`src/common/boost_ctrl_pkg.sv`:
```
// Package for the boost switch control logic: register map, timing counts,
// comparator bundles and state encodings.
// Assumes a 100 MHz hclk and an AHB-Lite master with single word transfers.
package boost_ctrl_pkg;

  localparam int unsigned CLK_PERIOD_NS = 10;

  // Fixed delays in ns and their cycle counts.
  localparam int unsigned DEAD_DELAY_NS     = 40;
  localparam int unsigned SYNC_DELAY_NS     = 400;
  localparam int unsigned OFF_SHORT_NS      = 400;
  localparam int unsigned OFF_LONG_NS       = 750;
  localparam int unsigned ONE_SHOT_NS       = 350;
  localparam int unsigned DEAD_CYC =
    (DEAD_DELAY_NS + CLK_PERIOD_NS - 1) / CLK_PERIOD_NS;
  localparam int unsigned SYNC_CYC  = SYNC_DELAY_NS / CLK_PERIOD_NS;
  localparam int unsigned OFF_SHORT_CYC =
    (OFF_SHORT_NS + CLK_PERIOD_NS - 1) / CLK_PERIOD_NS;
  localparam int unsigned OFF_LONG_CYC =
    (OFF_LONG_NS + CLK_PERIOD_NS - 1) / CLK_PERIOD_NS;
  localparam int unsigned ONE_SHOT_CYC =
    (ONE_SHOT_NS + CLK_PERIOD_NS - 1) / CLK_PERIOD_NS;
  localparam int unsigned CNT_W = 8;

  // Register byte addresses.
  localparam logic [7:0] CTRL_ADDR   = 8'h00;
  localparam logic [7:0] STATUS_ADDR = 8'h04;
  localparam logic [7:0] PERIOD_ADDR = 8'h08;

  // Control register fields.
  localparam int unsigned CTRL_EN_BIT = 0;
  localparam logic [31:0] CTRL_RESET   = 32'h0000_0000;
  localparam logic [31:0] PERIOD_RESET = 32'h0000_00C8;

  // Comparator outputs from the analog front end, raw and asynchronous.
  typedef struct packed {
    logic line_uv_ok;
    logic bias_uv_ok;
    logic ramp_low;
    logic ramp_above_ref;
    logic ramp_held_low;
    logic pwm_trip;
    logic cur_limit;
    logic zc_rise;
    logic zc_fall;
    logic hs_gate_low;
    logic ls_gate_low;
    logic sync_rise;
    logic sync_fall;
    logic bypass;
    logic bias_good;
    logic over_temp;
    logic mode_fcm;
    logic phase_opt_hi;
    logic fb_follower;
  } comp_t;

  localparam int unsigned COMP_W = $bits(comp_t);

  // Analog enables driven by the logic.
  typedef struct packed {
    logic ramp_source_en;
    logic ramp_pulldown;
    logic ref_select_ramp;
    logic charge_pump_en;
    logic bias_reg_en;
    logic disconnect_en;
  } analog_ctl_t;

  typedef enum logic [4:0] {
    ST_OFF       = 5'b00001,
    ST_DISCHARGE = 5'b00010,
    ST_RAMP      = 5'b00100,
    ST_RUN       = 5'b01000,
    ST_SHUTDOWN  = 5'b10000
  } ss_state_t;

endpackage

```
`src/design/comp_sync.sv`:
```
// Two-flop synchroniser for the comparator bundle.
// Assumes every bit is an independent asynchronous level.
`timescale 1ns/10ps
`default_nettype none
module comp_sync
  import boost_ctrl_pkg::*;
(
  // Clock and reset
  input  wire logic                  hclk,
  input  wire logic                  hresetn,
  // Levels
  input  wire boost_ctrl_pkg::comp_t raw,
  output boost_ctrl_pkg::comp_t      synced
);
  comp_t stage1_reg;

  always_ff @(posedge hclk or negedge hresetn)
  begin
    if (!hresetn)
    begin
      stage1_reg <= '0;
      synced     <= '0;
    end
    else
    begin
      stage1_reg <= raw;
      synced     <= stage1_reg;
    end
  end
endmodule
`default_nettype wire

```
`src/design/boost_switch_control_logic.sv`:
```
// Control logic of a synchronous boost controller: soft-start sequencing,
// gate interlock, current limit, zero-current detection and sync handling.
// Assumes analog comparators supply levels and an AHB-Lite master drives regs.
//
// Notes on behaviour
// - Ramp source needs line above threshold and bias undervoltage clear.
// - Each soft-start holds ramp pulldown until ramp under 25 mV.
// - Feedback follows lower of ramp and 1.2 V reference.
// - Ramp held low from outside stops switching.
// - Low side waits for high side discharge plus delay.
// - High side waits for low side discharge plus delay.
// - Input at or above target keeps high side on.
// - Charge pump needs line up and bias undervoltage clear.
// - Sense above 75 mV ends the low-side pulse at once; the soft-start one-shot ignores the limit and runs its full 350 ns.
// - Low-side pulses skipped while current stays above limit; the soft-start one-shot starts without checking the limit.
// - Sync pulse needs both rising and falling thresholds.
// - Low side starts about 400 ns after sync rise.
// - Oscillator at twice or equal to switching rate by strapping.
// - Low side forced off 400 ns each cycle, 750 ns at low bias.
// - At about 165 C, drivers, disconnect switch and bias reg off.
// - Mode input high selects forced continuous, reverse current unlimited.
// - Diode emulation: high side only if sense exceeded 7 mV.
// - Diode emulation: sense below 6 mV latches high side off.
// - Diode emulation forced until ramp over 1.2 V and next trip.
// - No low-side pulse in soft-start gives one 350 ns pulse.
// - Power-on feedback strap latches follower until power cycle.
// - Leader with option high: no clock out, sync rate.
//
// The register addresses and the AHB-Lite interface to the registers are this design's own decisions.
`timescale 1ns/10ps
`default_nettype none
module boost_switch_control_logic
(
  // Clock and reset
  input  wire logic                        hclk,
  input  wire logic                        hresetn,
  // AHB-Lite slave
  input  wire logic                        hsel,
  input  wire logic [7:0]                  haddr,
  input  wire logic [1:0]                  htrans,
  input  wire logic                        hwrite,
  input  wire logic [2:0]                  hsize,
  input  wire logic [31:0]                 hwdata,
  input  wire logic                        hready,
  output logic [31:0]                      hrdata,
  output logic                             hreadyout,
  output logic                             hresp,
  // Analog front end
  input  wire boost_ctrl_pkg::comp_t       comp_raw,
  output boost_ctrl_pkg::analog_ctl_t      analog_ctl,
  // Gate drives and clock out
  output logic                             high_side_gate,
  output logic                             low_side_gate,
  output logic                             phase_shifted_clock_out
);
  import boost_ctrl_pkg::*;

  comp_t       c;
  ss_state_t   state_reg;
  logic [31:0] ctrl_reg;
  logic [31:0] period_reg;
  logic        wr_pend_reg;
  logic [7:0]  addr_reg;
  logic        follower_reg;
  logic        strap_done_reg;
  logic        sync_armed_reg;
  logic        sync_prev_reg;
  logic        sync_pulse;
  logic        osc_tick;
  logic        cycle_start;
  logic        div_reg;
  logic        ext_mode;
  logic        divide;
  logic [CNT_W-1:0] osc_cnt_reg;
  logic [CNT_W-1:0] sync_cnt_reg;
  logic        sync_wait_reg;
  logic        ls_req_reg;
  logic [CNT_W-1:0] off_cnt_reg;
  logic [CNT_W-1:0] dead_cnt_reg;
  logic [CNT_W-1:0] shot_cnt_reg;
  logic        ls_seen_reg;
  logic        fde_reg;
  logic        zc_ok_reg;
  logic        hs_latch_off_reg;
  logic        enabled;
  logic        switching;
  logic        ls_want;
  logic        hs_want;
  logic [CNT_W-1:0] off_need;

  comp_sync u_sync
  (
    .hclk    (hclk),
    .hresetn (hresetn),
    .raw     (comp_raw),
    .synced  (c)
  );

  // Register bus: zero wait states, always OKAY.
  assign hreadyout = 1'b1;
  assign hresp     = 1'b0;

  always_ff @(posedge hclk or negedge hresetn)
  begin
    if (!hresetn)
    begin
      wr_pend_reg <= 1'b0;
      addr_reg    <= 8'h00;
    end
    else if (hready)
    begin
      wr_pend_reg <= hsel && htrans[1] && hwrite;
      addr_reg    <= haddr;
    end
  end

  always_ff @(posedge hclk or negedge hresetn)
  begin
    if (!hresetn)
    begin
      ctrl_reg   <= CTRL_RESET;
      period_reg <= PERIOD_RESET;
    end
    else if (wr_pend_reg)
    begin
      if (addr_reg == CTRL_ADDR)
        ctrl_reg <= {31'h0000_0000, hwdata[CTRL_EN_BIT]};
      else if (addr_reg == PERIOD_ADDR)
        period_reg <= {24'h00_0000, hwdata[CNT_W-1:0]};
    end
  end

  always_ff @(posedge hclk or negedge hresetn)
  begin
    if (!hresetn)
      hrdata <= '0;
    else if (hready && hsel && htrans[1] && !hwrite)
    begin
      case (haddr)
        CTRL_ADDR:   hrdata <= ctrl_reg;
        STATUS_ADDR: hrdata <= {19'h0_0000, follower_reg, fde_reg,
                                ls_seen_reg, high_side_gate, low_side_gate,
                                c.cur_limit, c.over_temp, c.bypass,
                                state_reg};
        PERIOD_ADDR: hrdata <= period_reg;
        default:     hrdata <= '0;
      endcase
    end
  end

  // Strap is caught once after reset release; stays until power cycle.
  always_ff @(posedge hclk or negedge hresetn)
  begin
    if (!hresetn)
    begin
      follower_reg   <= 1'b0;
      strap_done_reg <= 1'b0;
    end
    else if (!strap_done_reg && c.bias_uv_ok)
    begin
      follower_reg   <= c.fb_follower;
      strap_done_reg <= 1'b1;
    end
  end

  // Sync detect needs falling then rising threshold crossings.
  always_ff @(posedge hclk or negedge hresetn)
  begin
    if (!hresetn)
    begin
      sync_armed_reg <= 1'b0;
      sync_prev_reg  <= 1'b0;
    end
    else
    begin
      sync_prev_reg <= c.sync_rise;
      if (c.sync_fall)
        sync_armed_reg <= 1'b1;
      else if (sync_pulse)
        sync_armed_reg <= 1'b0;
    end
  end
  assign sync_pulse = c.sync_rise && !sync_prev_reg && sync_armed_reg;

  // Followers and leader with option high run on the external clock only.
  assign ext_mode = follower_reg || c.phase_opt_hi;
  assign divide   = follower_reg ? c.phase_opt_hi : !c.phase_opt_hi;

  always_ff @(posedge hclk or negedge hresetn)
  begin
    if (!hresetn)
      osc_cnt_reg <= '0;
    else if (sync_pulse || osc_cnt_reg >= period_reg[CNT_W-1:0])
      osc_cnt_reg <= '0;
    else
      osc_cnt_reg <= osc_cnt_reg + 1'b1;
  end
  assign osc_tick = sync_pulse ||
                    (!ext_mode && osc_cnt_reg >= period_reg[CNT_W-1:0]);

  always_ff @(posedge hclk or negedge hresetn)
  begin
    if (!hresetn)
      div_reg <= 1'b0;
    else if (osc_tick)
      div_reg <= !div_reg;
  end

  // Clock out is the divided oscillator, off when not dividing.
  always_ff @(posedge hclk or negedge hresetn)
  begin
    if (!hresetn)
      phase_shifted_clock_out <= 1'b0;
    else
      phase_shifted_clock_out <= divide && !(c.phase_opt_hi && !follower_reg)
                                 && div_reg;
  end

  // Delay from oscillator tick to low-side start.
  always_ff @(posedge hclk or negedge hresetn)
  begin
    if (!hresetn)
    begin
      sync_wait_reg <= 1'b0;
      sync_cnt_reg  <= '0;
    end
    else if (osc_tick && (!divide || !div_reg))
    begin
      sync_wait_reg <= 1'b1;
      // Dead time is part of the sync to low-side delay.
      sync_cnt_reg  <= CNT_W'(SYNC_CYC - DEAD_CYC - 1);
    end
    else if (sync_wait_reg)
    begin
      if (sync_cnt_reg == '0)
        sync_wait_reg <= 1'b0;
      else
        sync_cnt_reg <= sync_cnt_reg - 1'b1;
    end
  end
  assign cycle_start = sync_wait_reg && sync_cnt_reg == '0;

  // Soft-start sequencer.
  assign enabled = ctrl_reg[CTRL_EN_BIT] && c.line_uv_ok && c.bias_uv_ok;

  always_ff @(posedge hclk or negedge hresetn)
  begin
    if (!hresetn)
      state_reg <= ST_OFF;
    else if (c.over_temp)
      state_reg <= ST_SHUTDOWN;
    else
    begin
      case (state_reg)
        ST_OFF:       if (enabled) state_reg <= ST_DISCHARGE;
        ST_DISCHARGE: if (!enabled) state_reg <= ST_OFF;
                      else if (c.ramp_low) state_reg <= ST_RAMP;
        ST_RAMP:      if (!enabled) state_reg <= ST_OFF;
                      else if (c.ramp_above_ref) state_reg <= ST_RUN;
        ST_RUN:       if (!enabled) state_reg <= ST_OFF;
        ST_SHUTDOWN:  state_reg <= ST_OFF;
        default:      state_reg <= ST_OFF;
      endcase
    end
  end

  always_comb
  begin
    analog_ctl.ramp_source_en  = enabled &&
                                 (state_reg == ST_RAMP || state_reg == ST_RUN);
    analog_ctl.ramp_pulldown   = state_reg != ST_RAMP &&
                                 state_reg != ST_RUN;
    analog_ctl.ref_select_ramp = !c.ramp_above_ref;
    analog_ctl.charge_pump_en  = c.line_uv_ok && c.bias_uv_ok &&
                                 state_reg != ST_SHUTDOWN;
    analog_ctl.bias_reg_en     = state_reg != ST_SHUTDOWN;
    analog_ctl.disconnect_en   = state_reg != ST_SHUTDOWN &&
                                 state_reg != ST_OFF;
  end

  // Switching needs a running ramp not held low by the outside.
  assign switching = (state_reg == ST_RAMP || state_reg == ST_RUN) &&
                     !c.ramp_held_low && !c.bypass;

  // Forced diode emulation through start-up.
  always_ff @(posedge hclk or negedge hresetn)
  begin
    if (!hresetn)
      fde_reg <= 1'b1;
    else if (state_reg != ST_RUN && state_reg != ST_RAMP)
      fde_reg <= 1'b1;
    else if (c.ramp_above_ref && c.pwm_trip)
      fde_reg <= 1'b0;
  end

  // Low-side request: set at cycle start, ended by trip, limit or one-shot.
  assign off_need = c.bias_good ? CNT_W'(OFF_SHORT_CYC)
                                : CNT_W'(OFF_LONG_CYC);

  always_ff @(posedge hclk or negedge hresetn)
  begin
    if (!hresetn)
    begin
      ls_req_reg   <= 1'b0;
      off_cnt_reg  <= '0;
      shot_cnt_reg <= '0;
    end
    else if (shot_cnt_reg != '0 &&
             (state_reg == ST_RAMP || state_reg == ST_RUN))
    begin
      // The one-shot is timed at the gate, so dead time does not shorten it.
      if (low_side_gate)
      begin
        shot_cnt_reg <= shot_cnt_reg - 1'b1;
        ls_req_reg   <= shot_cnt_reg != CNT_W'(1);
        if (shot_cnt_reg == CNT_W'(1))
          off_cnt_reg <= off_need;
      end
    end
    else if (state_reg == ST_RAMP && c.ramp_above_ref && !ls_seen_reg
             && !c.ramp_held_low)
    begin
      ls_req_reg   <= 1'b1;
      shot_cnt_reg <= CNT_W'(ONE_SHOT_CYC - 1);
    end
    else if (!switching)
    begin
      ls_req_reg   <= 1'b0;
      off_cnt_reg  <= '0;
      shot_cnt_reg <= '0;
    end
    else if (ls_req_reg && (c.cur_limit || c.pwm_trip))
    begin
      ls_req_reg  <= 1'b0;
      off_cnt_reg <= off_need;
    end
    else if (ls_req_reg && off_cnt_reg != '0)
      ls_req_reg <= 1'b0;
    else
    begin
      if (off_cnt_reg != '0)
        off_cnt_reg <= off_cnt_reg - 1'b1;
      if (cycle_start && !c.cur_limit && off_cnt_reg == '0)
        ls_req_reg <= 1'b1;
    end
  end

  // One-shot is only wanted when soft-start saw no low-side pulse.
  always_ff @(posedge hclk or negedge hresetn)
  begin
    if (!hresetn)
      ls_seen_reg <= 1'b0;
    else if (state_reg == ST_DISCHARGE || state_reg == ST_OFF)
      ls_seen_reg <= 1'b0;
    else if (low_side_gate)
      ls_seen_reg <= 1'b1;
  end

  // Zero-current detection in diode emulation.
  always_ff @(posedge hclk or negedge hresetn)
  begin
    if (!hresetn)
    begin
      zc_ok_reg        <= 1'b0;
      hs_latch_off_reg <= 1'b0;
    end
    else
    begin
      if (cycle_start)
      begin
        zc_ok_reg        <= 1'b0;
        hs_latch_off_reg <= 1'b0;
      end
      if (low_side_gate && c.zc_rise)
        zc_ok_reg <= 1'b1;
      if (high_side_gate && c.zc_fall)
        hs_latch_off_reg <= 1'b1;
    end
  end

  // Diode emulation applies unless forced continuous and start-up is over.
  assign ls_want = ls_req_reg;
  assign hs_want = c.bypass ? state_reg == ST_RUN || state_reg == ST_RAMP
                 : switching && !ls_req_reg &&
                   ((c.mode_fcm && !fde_reg) ||
                    (zc_ok_reg && !hs_latch_off_reg));

  // Adaptive dead time: the other gate must read low, then a counted delay.
  always_ff @(posedge hclk or negedge hresetn)
  begin
    if (!hresetn)
    begin
      high_side_gate <= 1'b0;
      low_side_gate  <= 1'b0;
      dead_cnt_reg   <= '0;
    end
    else if (state_reg == ST_SHUTDOWN || c.over_temp)
    begin
      high_side_gate <= 1'b0;
      low_side_gate  <= 1'b0;
      dead_cnt_reg   <= '0;
    end
    else if (ls_want)
    begin
      high_side_gate <= 1'b0;
      if (low_side_gate)
        dead_cnt_reg <= '0;
      else if (!high_side_gate && c.hs_gate_low)
      begin
        if (dead_cnt_reg == CNT_W'(DEAD_CYC))
          low_side_gate <= 1'b1;
        else
          dead_cnt_reg <= dead_cnt_reg + 1'b1;
      end
      else
        dead_cnt_reg <= '0;
    end
    else if (hs_want)
    begin
      low_side_gate <= 1'b0;
      if (high_side_gate)
        dead_cnt_reg <= '0;
      else if (!low_side_gate && c.ls_gate_low)
      begin
        if (dead_cnt_reg == CNT_W'(DEAD_CYC))
          high_side_gate <= 1'b1;
        else
          dead_cnt_reg <= dead_cnt_reg + 1'b1;
      end
      else
        dead_cnt_reg <= '0;
    end
    else
    begin
      high_side_gate <= 1'b0;
      low_side_gate  <= 1'b0;
      dead_cnt_reg   <= '0;
    end
  end
endmodule
`default_nettype wire

```
`config.mk`:
```
export PLATFORM = sky130hd
export DESIGN_NAME = boost_switch_control_logic
export DESIGN_NICKNAME = d
export VERILOG_FILES = /design/src/common/boost_ctrl_pkg.sv /design/src/design/comp_sync.sv /design/src/design/boost_switch_control_logic.sv
export SDC_FILE = /design/constraint.sdc
export NUM_CORES = 1
export LEC_CHECK = 0
export BUFFER_PORTS_ARGS = -buffer_cell sky130_fd_sc_hd__buf_2
export CELL_PAD_IN_SITES_DETAIL_PLACEMENT = 0
export CELL_PAD_IN_SITES_GLOBAL_PLACEMENT = 1
export CORE_MARGIN = 2
export CORE_UTILIZATION = 39
export CTS_CLUSTER_SIZE = 12
export DETAILED_ROUTE_END_ITERATION = 12
export HOLD_SLACK_MARGIN = 0.12
export PLACE_DENSITY_LB_ADDON = 0.12
export SLEW_MARGIN = 20
export SYNTH_ARGS = -nofsm -noshare
export SYNTH_HDL_FRONTEND = slang
export SYNTH_SLANG_ARGS = --single-unit
```
`constraint.sdc`:
```
create_clock -name hclk -period 2.5 [get_ports hclk]
set_input_delay 0.125 -clock hclk [delete_from_list [all_inputs] [get_ports hclk]]
set_output_delay 0.125 -clock hclk [all_outputs]
set_load 0.05 [all_outputs]
```
## After elaboration in Yosys (flattened, before gate mapping)

Cells that the tools add are included.

- Output and inout bits: 43
- Bits of input ports: 69
- Register bits after elaboration: 147
- Logic and storage cells: 249

- Mux-type cells: 65
- Order comparisons: 1
- Bitwise gates (word level): 1
- Eq/ne operators: 27
- $add $sub $neg: 5
- Reductions and logical operators: 87

Operator list:

| operator | count |
|---|---|
| $mux 8 | 24 |
| $logic_and 1x1->1 | 40 |
| $pmux 13 s3 | 1 |
| $mux 5 | 7 |
| $logic_not 8->1 | 4 |
| $mux 1 | 31 |
| $sub 8x1->8 const B | 3 |
| $pmux 5 s4 | 1 |
| $logic_not 1->1 | 19 |
| $add 8x1->8 const B | 2 |
| $eq 8x3->1 const B | 2 |
| $eq 8x4->1 const B | 2 |
| $reduce_bool 8->1 | 2 |
| $reduce_bool 2->1 | 6 |
| $logic_or 1x1->1 | 9 |
| $eq 8x1->1 const B | 1 |
| $ge 8x8->1 | 1 |
| $ne 4x2->1 const B | 2 |
| $ne 8x1->1 const B | 1 |
| $reduce_and 2->1 | 4 |
| $mux 7 | 1 |
| $ne 2x2->1 const B | 3 |
| $ne 3x2->1 const B | 2 |
| $ne 6x1->1 const B | 1 |
| 17 further kinds | 17 |

## Logic depth before layout (Yosys ltp)

Gate-level depths: netlist of the first run.

- Word-level depth: 10
- Mapped depth: 9
- Mapped depth without buffers: 7

## Hierarchy

From an unflattened synthesis of the first run, not the netlist that was laid out.

- Cell total of the unflattened synthesis: 540
- Area, all modules: 5883.1 um^2

Modules (own cells, without submodules):

| module | times used | area an instance (um^2) | seq. area each (um^2) | cells an instance |
|---|---|---|---|---|
| boost_switch_control_logic | 1 | 4932.2 | 2258.4 | 502 |
| comp_sync | 1 | 950.9 | 950.9 | 38 |

## Worst setup path after synthesis of the first run

Ideal clock, no wire load.

- Path type: register -> register
- Start: register shot_cnt_reg[0]
- End: register shot_cnt_reg[7]
- Arrival: 2283 ps
- Library setup time: 79 ps
- Path buffers: 2
- Required time: 2421 ps
- Period minus slack after synthesis: 2362 ps
- Cell stages (with the launch flop): 10
- Slack: 138 ps
- Path through: dfrtp_1 > inv_1 > ha_1 > or3b_1 > clkbuf_1 > o211ai_4 > o32ai_2 > buf_6 > or4_1 > a21oi_1

- Cells in the longest elaborated chain, start to end: 4
- Elaborated cells on any way between the ends: 8
- Classes of those cells: add/sub: 1; eq/ne: 2; mux: 2; reduce/logical: 3

RTL lines:

| what | RTL line | RTL |
|---|---|---|
| from (decl) | boost_switch_control_logic.sv:80 | `logic [CNT_W-1:0] shot_cnt_reg;` |
| from (signal assigned) | boost_switch_control_logic.sv:314 | `shot_cnt_reg <= shot_cnt_reg - 1'b1;` |
| from (signal assigned) | boost_switch_control_logic.sv:324 | `shot_cnt_reg <= CNT_W'(ONE_SHOT_CYC - 1);` |
| parallel branches: the longest is 4 deep, another holds $sub 8x1->8 | n/a |  |

Parallel ways; which one is timed is not known. The select of a mux whose other input is x is not followed.
A chain may end at the register's enable or synchronous reset.

## Final worst setup path of the first run

- Start: register shot_cnt_reg[1]
- End: register shot_cnt_reg[7]

Same word-level chain as after synthesis.

==> results of run 1 <==
cells by family after synthesis:
family / count (synthesis) / share of synthesized area
AO/OA/AOI/OAI: 116 / 0.1370
XOR/XNOR: 21 / 0.03094
adder cells (fa/ha/maj): 17 / 0.03578
buffers and inverters: 66 / 0.05893
flip-flops: 128 / 0.5399
multiplexers: 18 / 0.03389
other: 2 / 0.001263
AND/OR/NAND/NOR: 170 / 0.1623
cell usage in the layout, fill, tap and decap left out, drive strengths merged, types with 17 or more instances in the layout:
master / count
inv: 36
nor2: 40
a21oi: 24
conb: 21
nand2: 24
o21ai: 24
ha: 17
dfrtp: 123
mux2: 17
clkbuf: 19
dlygate4sd3: 39
nand3: 17
buf: 84
cells in the mapped netlist, types with 2 or more instances:
library cell	instances	area (sq um)
a2111o_1	2	22.52
o211a_1	2	20.02
a211oi_1	3	22.52
o22ai_1	2	12.51
nand2b_1	10	62.56
nor2_1	40	150.1
or3b_1	2	17.52
and2_1	2	12.51
nor3b_1	6	45.04
dfrtp_1	123	3078
buf_6	3	33.78
a21oi_1	24	120.1
or3_1	4	25.02
a2bb2oi_1	2	17.52
a2111oi_0	2	17.52
nor4_1	11	68.82
nand2_1	24	90.09
inv_1	31	116.4
buf_4	21	157.7
and3b_1	3	26.28
o31ai_1	11	82.58
or2_2	6	37.54
conb_1	2	7.510
nor2b_1	6	37.54
or4_1	2	15.01
nor3_1	9	45.04
a31oi_1	5	31.28
ha_1	17	212.7
xor2_1	13	113.9
mux2_2	17	191.4
nand4b_1	3	26.28
xnor2_1	8	70.07
nand3_1	17	85.08
or4_4	3	33.78
a21o_1	4	30.03
clkbuf_1	10	37.54
a22oi_1	9	67.56
nand4_1	7	43.79
o21ai_0	16	80.08
o21ai_1	8	40.04
o211ai_1	5	37.54
dfstp_2	5	131.4
a22o_1	7	61.31
and3_1	6	37.54
routing by layer:
metal	share of wire	wire length (um)	up-vias	track usage
met3	0.026	363	10	0.04439
met1	0.48	6559	2211	0.2380
met2	0.49	6659	67	0.2916
met5	0	0	-	0
met4	0.0085	117	0	0.06012
li1	-	-	2145	-
what timing repair did:
action | CTS | global route
resized for setup | 0 | 4
endpoints found under the setup margin | 0 | 7
hold endpoints to repair | 161 | 0
hold buffers | 39 | 0
final cells by class:
type / count / area [sq um] / area share
sequential: 128 / 3209 / 0.4247
clock inverter: 13 / 200.2 / 0.02649
timing repair buffer: 123 / 880.8 / 0.1166
clock buffer: 19 / 432.9 / 0.05729
tap: 188 / 235.2 / 0.03113
multi-input combinational: 363 / 2481 / 0.3284
inverter: 31 / 116.4 / 0.01540
power groups by stage:
stage          registers [mW]  clock network [mW]  logic, mW
5_1_grt                  2.41                2.84      0.859
3_3_place_gp             2.42                   0      0.699
4_1_cts                  2.39                2.74      0.769
3_5_place_dp             2.42                   0      0.718
6_report                 2.39                2.67      0.757
2_1_floorplan            2.40                   0      0.520
final timing paths:
kind,start,endpoint,cells after the start
worst max-delay path,shot_cnt_reg[1]$_DFFE_PN0P_,shot_cnt_reg[7]$_DFFE_PN0P_,8
worst min-delay path,hready,addr_reg[1]$_DFFE_PN0P_,2
worst max register to register,shot_cnt_reg[1]$_DFFE_PN0P_,shot_cnt_reg[7]$_DFFE_PN0P_,8
worst min register to register,u_sync.stage1_reg[12]$_DFF_PN0_,u_sync.synced[12]$_DFF_PN0_,0
max in group asynchronous,hresetn,period_reg[6]$_DFFE_PN1P_,3
min in group asynchronous,hresetn,shot_cnt_reg[3]$_DFFE_PN0P_,2
==> flow_metrics.env, run 1 <==
export IMPL_dp_cells=794
export IMPL_syn_avg_cell_area_sq_um=11.05
export IMPL_cp_cell_sequence="inv_1, ha_2, or3b_4, o211ai_4, o32ai_2, buf_4, or4_1, a21oi_1"
export IMPL_ir_worst_vdd_mv=0.6501
export IMPL_grt_max_degree=57
export IMPL_grt_pass1_wl_mm=22.83
export IMPL_setup_tns_ns=0
export IMPL_antenna_cells=0
export IMPL_period_share=0.9470
export IMPL_start_util=0.3954
export IMPL_p_int_mw=4.249
export IMPL_setup_viol_count_final=0
export IMPL_whs_ns=0.1525
export IMPL_power_frac_clock=0.459
export IMPL_setup_slack_ns=0.1326
export IMPL_overflow=0
export IMPL_finalHoldViolCount=0
export IMPL_dr_pass1_iters=4
export IMPL_cts_buffer_depth=2
export IMPL_clk_latency_ns=0.42
export IMPL_rsz0062_at_grt="yes"
export IMPL_post_cts_setup_buffers=0
export IMPL_antenna_found_initial=0
export IMPL_syn_inst=538
export IMPL_power_frac_seq=0.410
export IMPL_crit_family="simple AND/OR/NAND/NOR gates"
export IMPL_synth_enable_flop_cells=0
export IMPL_die_w_um=127.5
export IMPL_drive_gt1_frac=0.2304
export IMPL_dpl_worst_slack_ns=0.1143
export IMPL_ys_seq_elements=128
export IMPL_fin_skew_ns=0.01593
export IMPL_viasPerCell=5.125
export IMPL_cap_violations=0
export IMPL_swShare=0.2691
export IMPL_power_mw=5.814
export IMPL_avgRoutedWirePerCell_um=15.84
export IMPL_drcViolationCount=0
export IMPL_hold_class="input port to register"
export IMPL_fmax_ghz=0.4224
export IMPL_design_area_sq_um=7556
export IMPL_synthArstFlopShare=1.000
export IMPL_finish_utilization=0.5026
export IMPL_drt_iter0_markers=312
export IMPL_yosys_warnings=0
export IMPL_placed_area_sq_um=6507
export IMPL_powerDensity_nw_per_um2=769.4
export IMPL_crit_buf_inv=2
export IMPL_cp_data_required_time_ns=2.84
export IMPL_ff2ff_setup_slack_ns=0.13
export IMPL_dpl_hpwl_mm=9.507
export IMPL_status="complete, no violations"
export IMPL_clk_pin_slew_worst_paths_ns=0.06
export IMPL_wirelength_mm=13.70
export IMPL_p_comb_frac=0.130
export IMPL_die_h_um=127.5
export IMPL_period_needed_ns=2.367
export IMPL_vias=4433
export IMPL_synth_area_sq_um=5944
export IMPL_num_rows=45
export IMPL_arrival_ns=2.71
export IMPL_cpMaxStageDelayCell="or4_1"
export IMPL_critPathLaunchType="register"
export IMPL_yosysSeqAreaShare=0.5399
export IMPL_fillers=1350
export IMPL_numClockSinks=128
export IMPL_die_area_sq_um=16250
export IMPL_cts_tree="done"
export IMPL_io_pins=112
export IMPL_syn2layout_area_growth_pct=27.11
export IMPL_path_class="register to register"
export IMPL_power_leakage_nw=3.462
export IMPL_p_sw_mw=1.565
export IMPL_h_tree_depth=4
export IMPL_grt_total_usage=0.1801
export IMPL_cp_end_kind="register"
export IMPL_numPortBuffers=62
export IMPL_nets=750
export IMPL_worstPathMaxFanout=11
export IMPL_root_buffer="clkbuf_16"
export IMPL_grt_pass1_vias=4480
export IMPL_drtAntennaViolNets=0
export IMPL_cts_buffers=17
export IMPL_core_area_sq_um=15030
export IMPL_critPathMaxStageDelay_ns=0.46
export IMPL_slew_headroom=0.5057
export IMPL_report_final_slew_viol_count=0
export IMPL_gp_congestion=0.8872
export IMPL_yosys_cell_types_count=69
export IMPL_ys_flop_type="dfrtp_1"
export IMPL_fin_cells=865
export IMPL_tightest_slew_ns=0.7358
No activity file was read; power rests on OpenSTA's default activity.
==> run 2: changes to the inputs <==
==> constraint.sdc (replaced) <==
create_clock -name hclk -period 2.08 [get_ports hclk]
set_input_delay 0.104 -clock hclk [delete_from_list [all_inputs] [get_ports hclk]]
set_output_delay 0.104 -clock hclk [all_outputs]
set_load 0.05 [all_outputs]
==> flow_metrics.env, run 2 (synthesized netlist as in run 1, its figures left out) <==
export IMPL_antenna_found_initial=0
export IMPL_period_share=1.048
export IMPL_drcViolationCount=0
export IMPL_nets=800
export IMPL_dr_pass1_iters=4
export IMPL_finalHoldViolCount=0
export IMPL_fin_cells=915
export IMPL_drt_iter0_markers=258
export IMPL_fin_skew_ns=0.004735
export IMPL_dpl_hpwl_mm=10.36
export IMPL_clk_latency_ns=0.41
export IMPL_drtAntennaViolNets=0
export IMPL_report_final_slew_viol_count=0
export IMPL_cap_violations=0
export IMPL_numClockSinks=128
export IMPL_syn2layout_area_growth_pct=35.57
export IMPL_grt_total_usage=0.1905
export IMPL_ff2ff_setup_slack_ns=-0.1
export IMPL_h_tree_depth=4
export IMPL_die_h_um=127.5
export IMPL_cpMaxStageDelayCell="or4_4"
export IMPL_power_leakage_nw=3.723
export IMPL_p_sw_mw=1.821
export IMPL_reg2reg_from="shot_cnt_reg[0]$_DFFE_PN0P_"
export IMPL_cts_buffer_depth=2
export IMPL_cts_tree="done"
export IMPL_mostFrequentLayoutCell="dfrtp_1"
export IMPL_grt_pass1_vias=4740
export IMPL_powerDensity_nw_per_um2=859.8
export IMPL_path_class="register to register"
export IMPL_setup_tns_ns=-0.7018
export IMPL_cp_end_kind="register"
export IMPL_slew_headroom=0.5295
export IMPL_wirelength_mm=14.77
export IMPL_cp_endpoint="shot_cnt_reg[7]$_DFFE_PN0P_"
export IMPL_gp_congestion=0.8419
export IMPL_cp_data_required_time_ns=2.42
export IMPL_whs_ns=0.1392
export IMPL_viasPerCell=5.109
export IMPL_power_mw=6.929
export IMPL_fmax_ghz=0.4588
export IMPL_swShare=0.2629
export IMPL_p_int_mw=5.107
export IMPL_numPortBuffers=62
export IMPL_clk_pin_slew_worst_paths_ns=0.06
export IMPL_grt_max_degree=45
export IMPL_p_comb_frac=0.150
export IMPL_hold_class="input port to register"
export IMPL_drive_gt1_frac=0.3095
export IMPL_fillers=1307
export IMPL_reg2reg_depth=8
export IMPL_hold_path_depth=2
export IMPL_root_buffer="clkbuf_16"
export IMPL_period_needed_ns=2.180
export IMPL_avgRoutedWirePerCell_um=16.14
export IMPL_arrival_ns=2.52
export IMPL_final_cell_mix="123 x dfrtp_1, 65 x buf_4, 61 x buf_2"
export IMPL_crit_path_start="shot_cnt_reg[0]$_DFFE_PN0P_"
export IMPL_dp_cells=834
export IMPL_rsz0062_at_grt="yes"
export IMPL_setup_slack_ns=-0.09960
export IMPL_status="finished with violations"
export IMPL_die_area_sq_um=16250
export IMPL_num_rows=45
export IMPL_setup_viol_count_final=11
export IMPL_cp_cell_sequence="inv_2, ha_4, or3b_4, o211ai_4, o32ai_4, buf_6, or4_4, a21oi_2"
export IMPL_regToRegEndpoint="shot_cnt_reg[7]$_DFFE_PN0P_"
export IMPL_power_frac_clock=0.437
export IMPL_cts_buffers=17
export IMPL_critPathMaxStageDelay_ns=0.47
export IMPL_core_area_sq_um=15030
export IMPL_tightest_slew_ns=0.7024
export IMPL_vias=4675
export IMPL_violations="negative setup slack"
export IMPL_grt_pass1_wl_mm=23.94
export IMPL_seq_area_sq_um=3209
export IMPL_worstPathMaxFanout=5
export IMPL_ir_worst_vdd_mv=0.7700
export IMPL_multi_input_area_sq_um=2609
export IMPL_die_w_um=127.5
export IMPL_start_util=0.3954
export IMPL_antenna_cells=0
export IMPL_io_pins=112
export IMPL_power_frac_seq=0.413
export IMPL_overflow=0
export IMPL_finish_utilization=0.5361
export IMPL_critPathLaunchType="register"
## run 2: cell types whose count changed in the layout (fill, tap and decap cells not counted), sizes merged
cell	delta
buf	+49
bufinv	-1
clkbuf	+4
clkinv	-1
clkinvlp	+2
dlygate4sd3	+1
inv	-4
## run 2: through the flow
step	instance area, sq um	setup slack [ns]
2_1_floorplan	6052	-0.2099
3_3_place_gp	6847	-0.1955
3_5_place_dp	6847	-0.1758
4_1_cts	7906	-0.09589
5_1_grt	8059	-0.1808
6_report	8059	-0.09960
## run 2: worst min-delay path by stage
stage / startpoint / to / slack, ns
4_1_cts: hready / addr_reg[6]$_DFFE_PN0P_ / 0.12
6_report: hready / addr_reg[6]$_DFFE_PN0P_ / 0.14
3_3_place_gp: hresetn / hrdata[8]$_DFFE_PN0P_ / 0.15
2_1_floorplan: hresetn / addr_reg[0]$_DFFE_PN0P_ / -0.19
5_1_grt: hready / addr_reg[6]$_DFFE_PN0P_ / 0.14
3_5_place_dp: hresetn / off_cnt_reg[4]$_DFFE_PN0P_ / 0.15
## run 2: cell type report
| class | instances | area share |
|---|---|---|
| clock inverters | 9 | 0.01630 |
| flip-flops and latches | 128 | 0.3982 |
| well taps | 188 | 0.02919 |
| clock buffers | 23 | 0.05807 |
| repair buffers | 173 | 0.1601 |
| multi-input cells | 363 | 0.3237 |
| inverters | 31 | 0.01444 |
## run 2: timing repair
item	4_1_cts	5_1_grt
setup buffers	4	5
hold endpoints to repair	78	0
resized for setup	9	25
hold buffers	40	0
pin swaps	10	7
endpoints found under the setup margin	31	34
cloned	1	0
## run 2: worst max-delay path: cells and delay by family (launching register included)
family                   cells  cell delay, ns
AO/OA/AOI/OAI                3            0.49
adder cells (fa/ha/maj)      1            0.13
buffers and inverters        2            0.24
AND/OR/NAND/NOR              2            0.87
flip-flops                   1            0.39
## run 2: per-layer routing
metal  vias up  track usage  part of all wire
met5         -            0                 0
met4         0      0.06399             0.015
met3        19      0.04648             0.037
met2        89       0.3180              0.49
met1      2317       0.2437              0.46
li1       2250            -                 -
## run 2: power groups by stage
stage	registers (mW)	logic (mW)	clock network [mW]
final	2.86	1.04	3.03
after CTS	2.86	1.03	3.10
after detailed placement	2.90	0.960	0
after global routing	2.89	1.16	3.21
after floorplan	2.89	0.627	0
after global placement	2.89	0.932	0
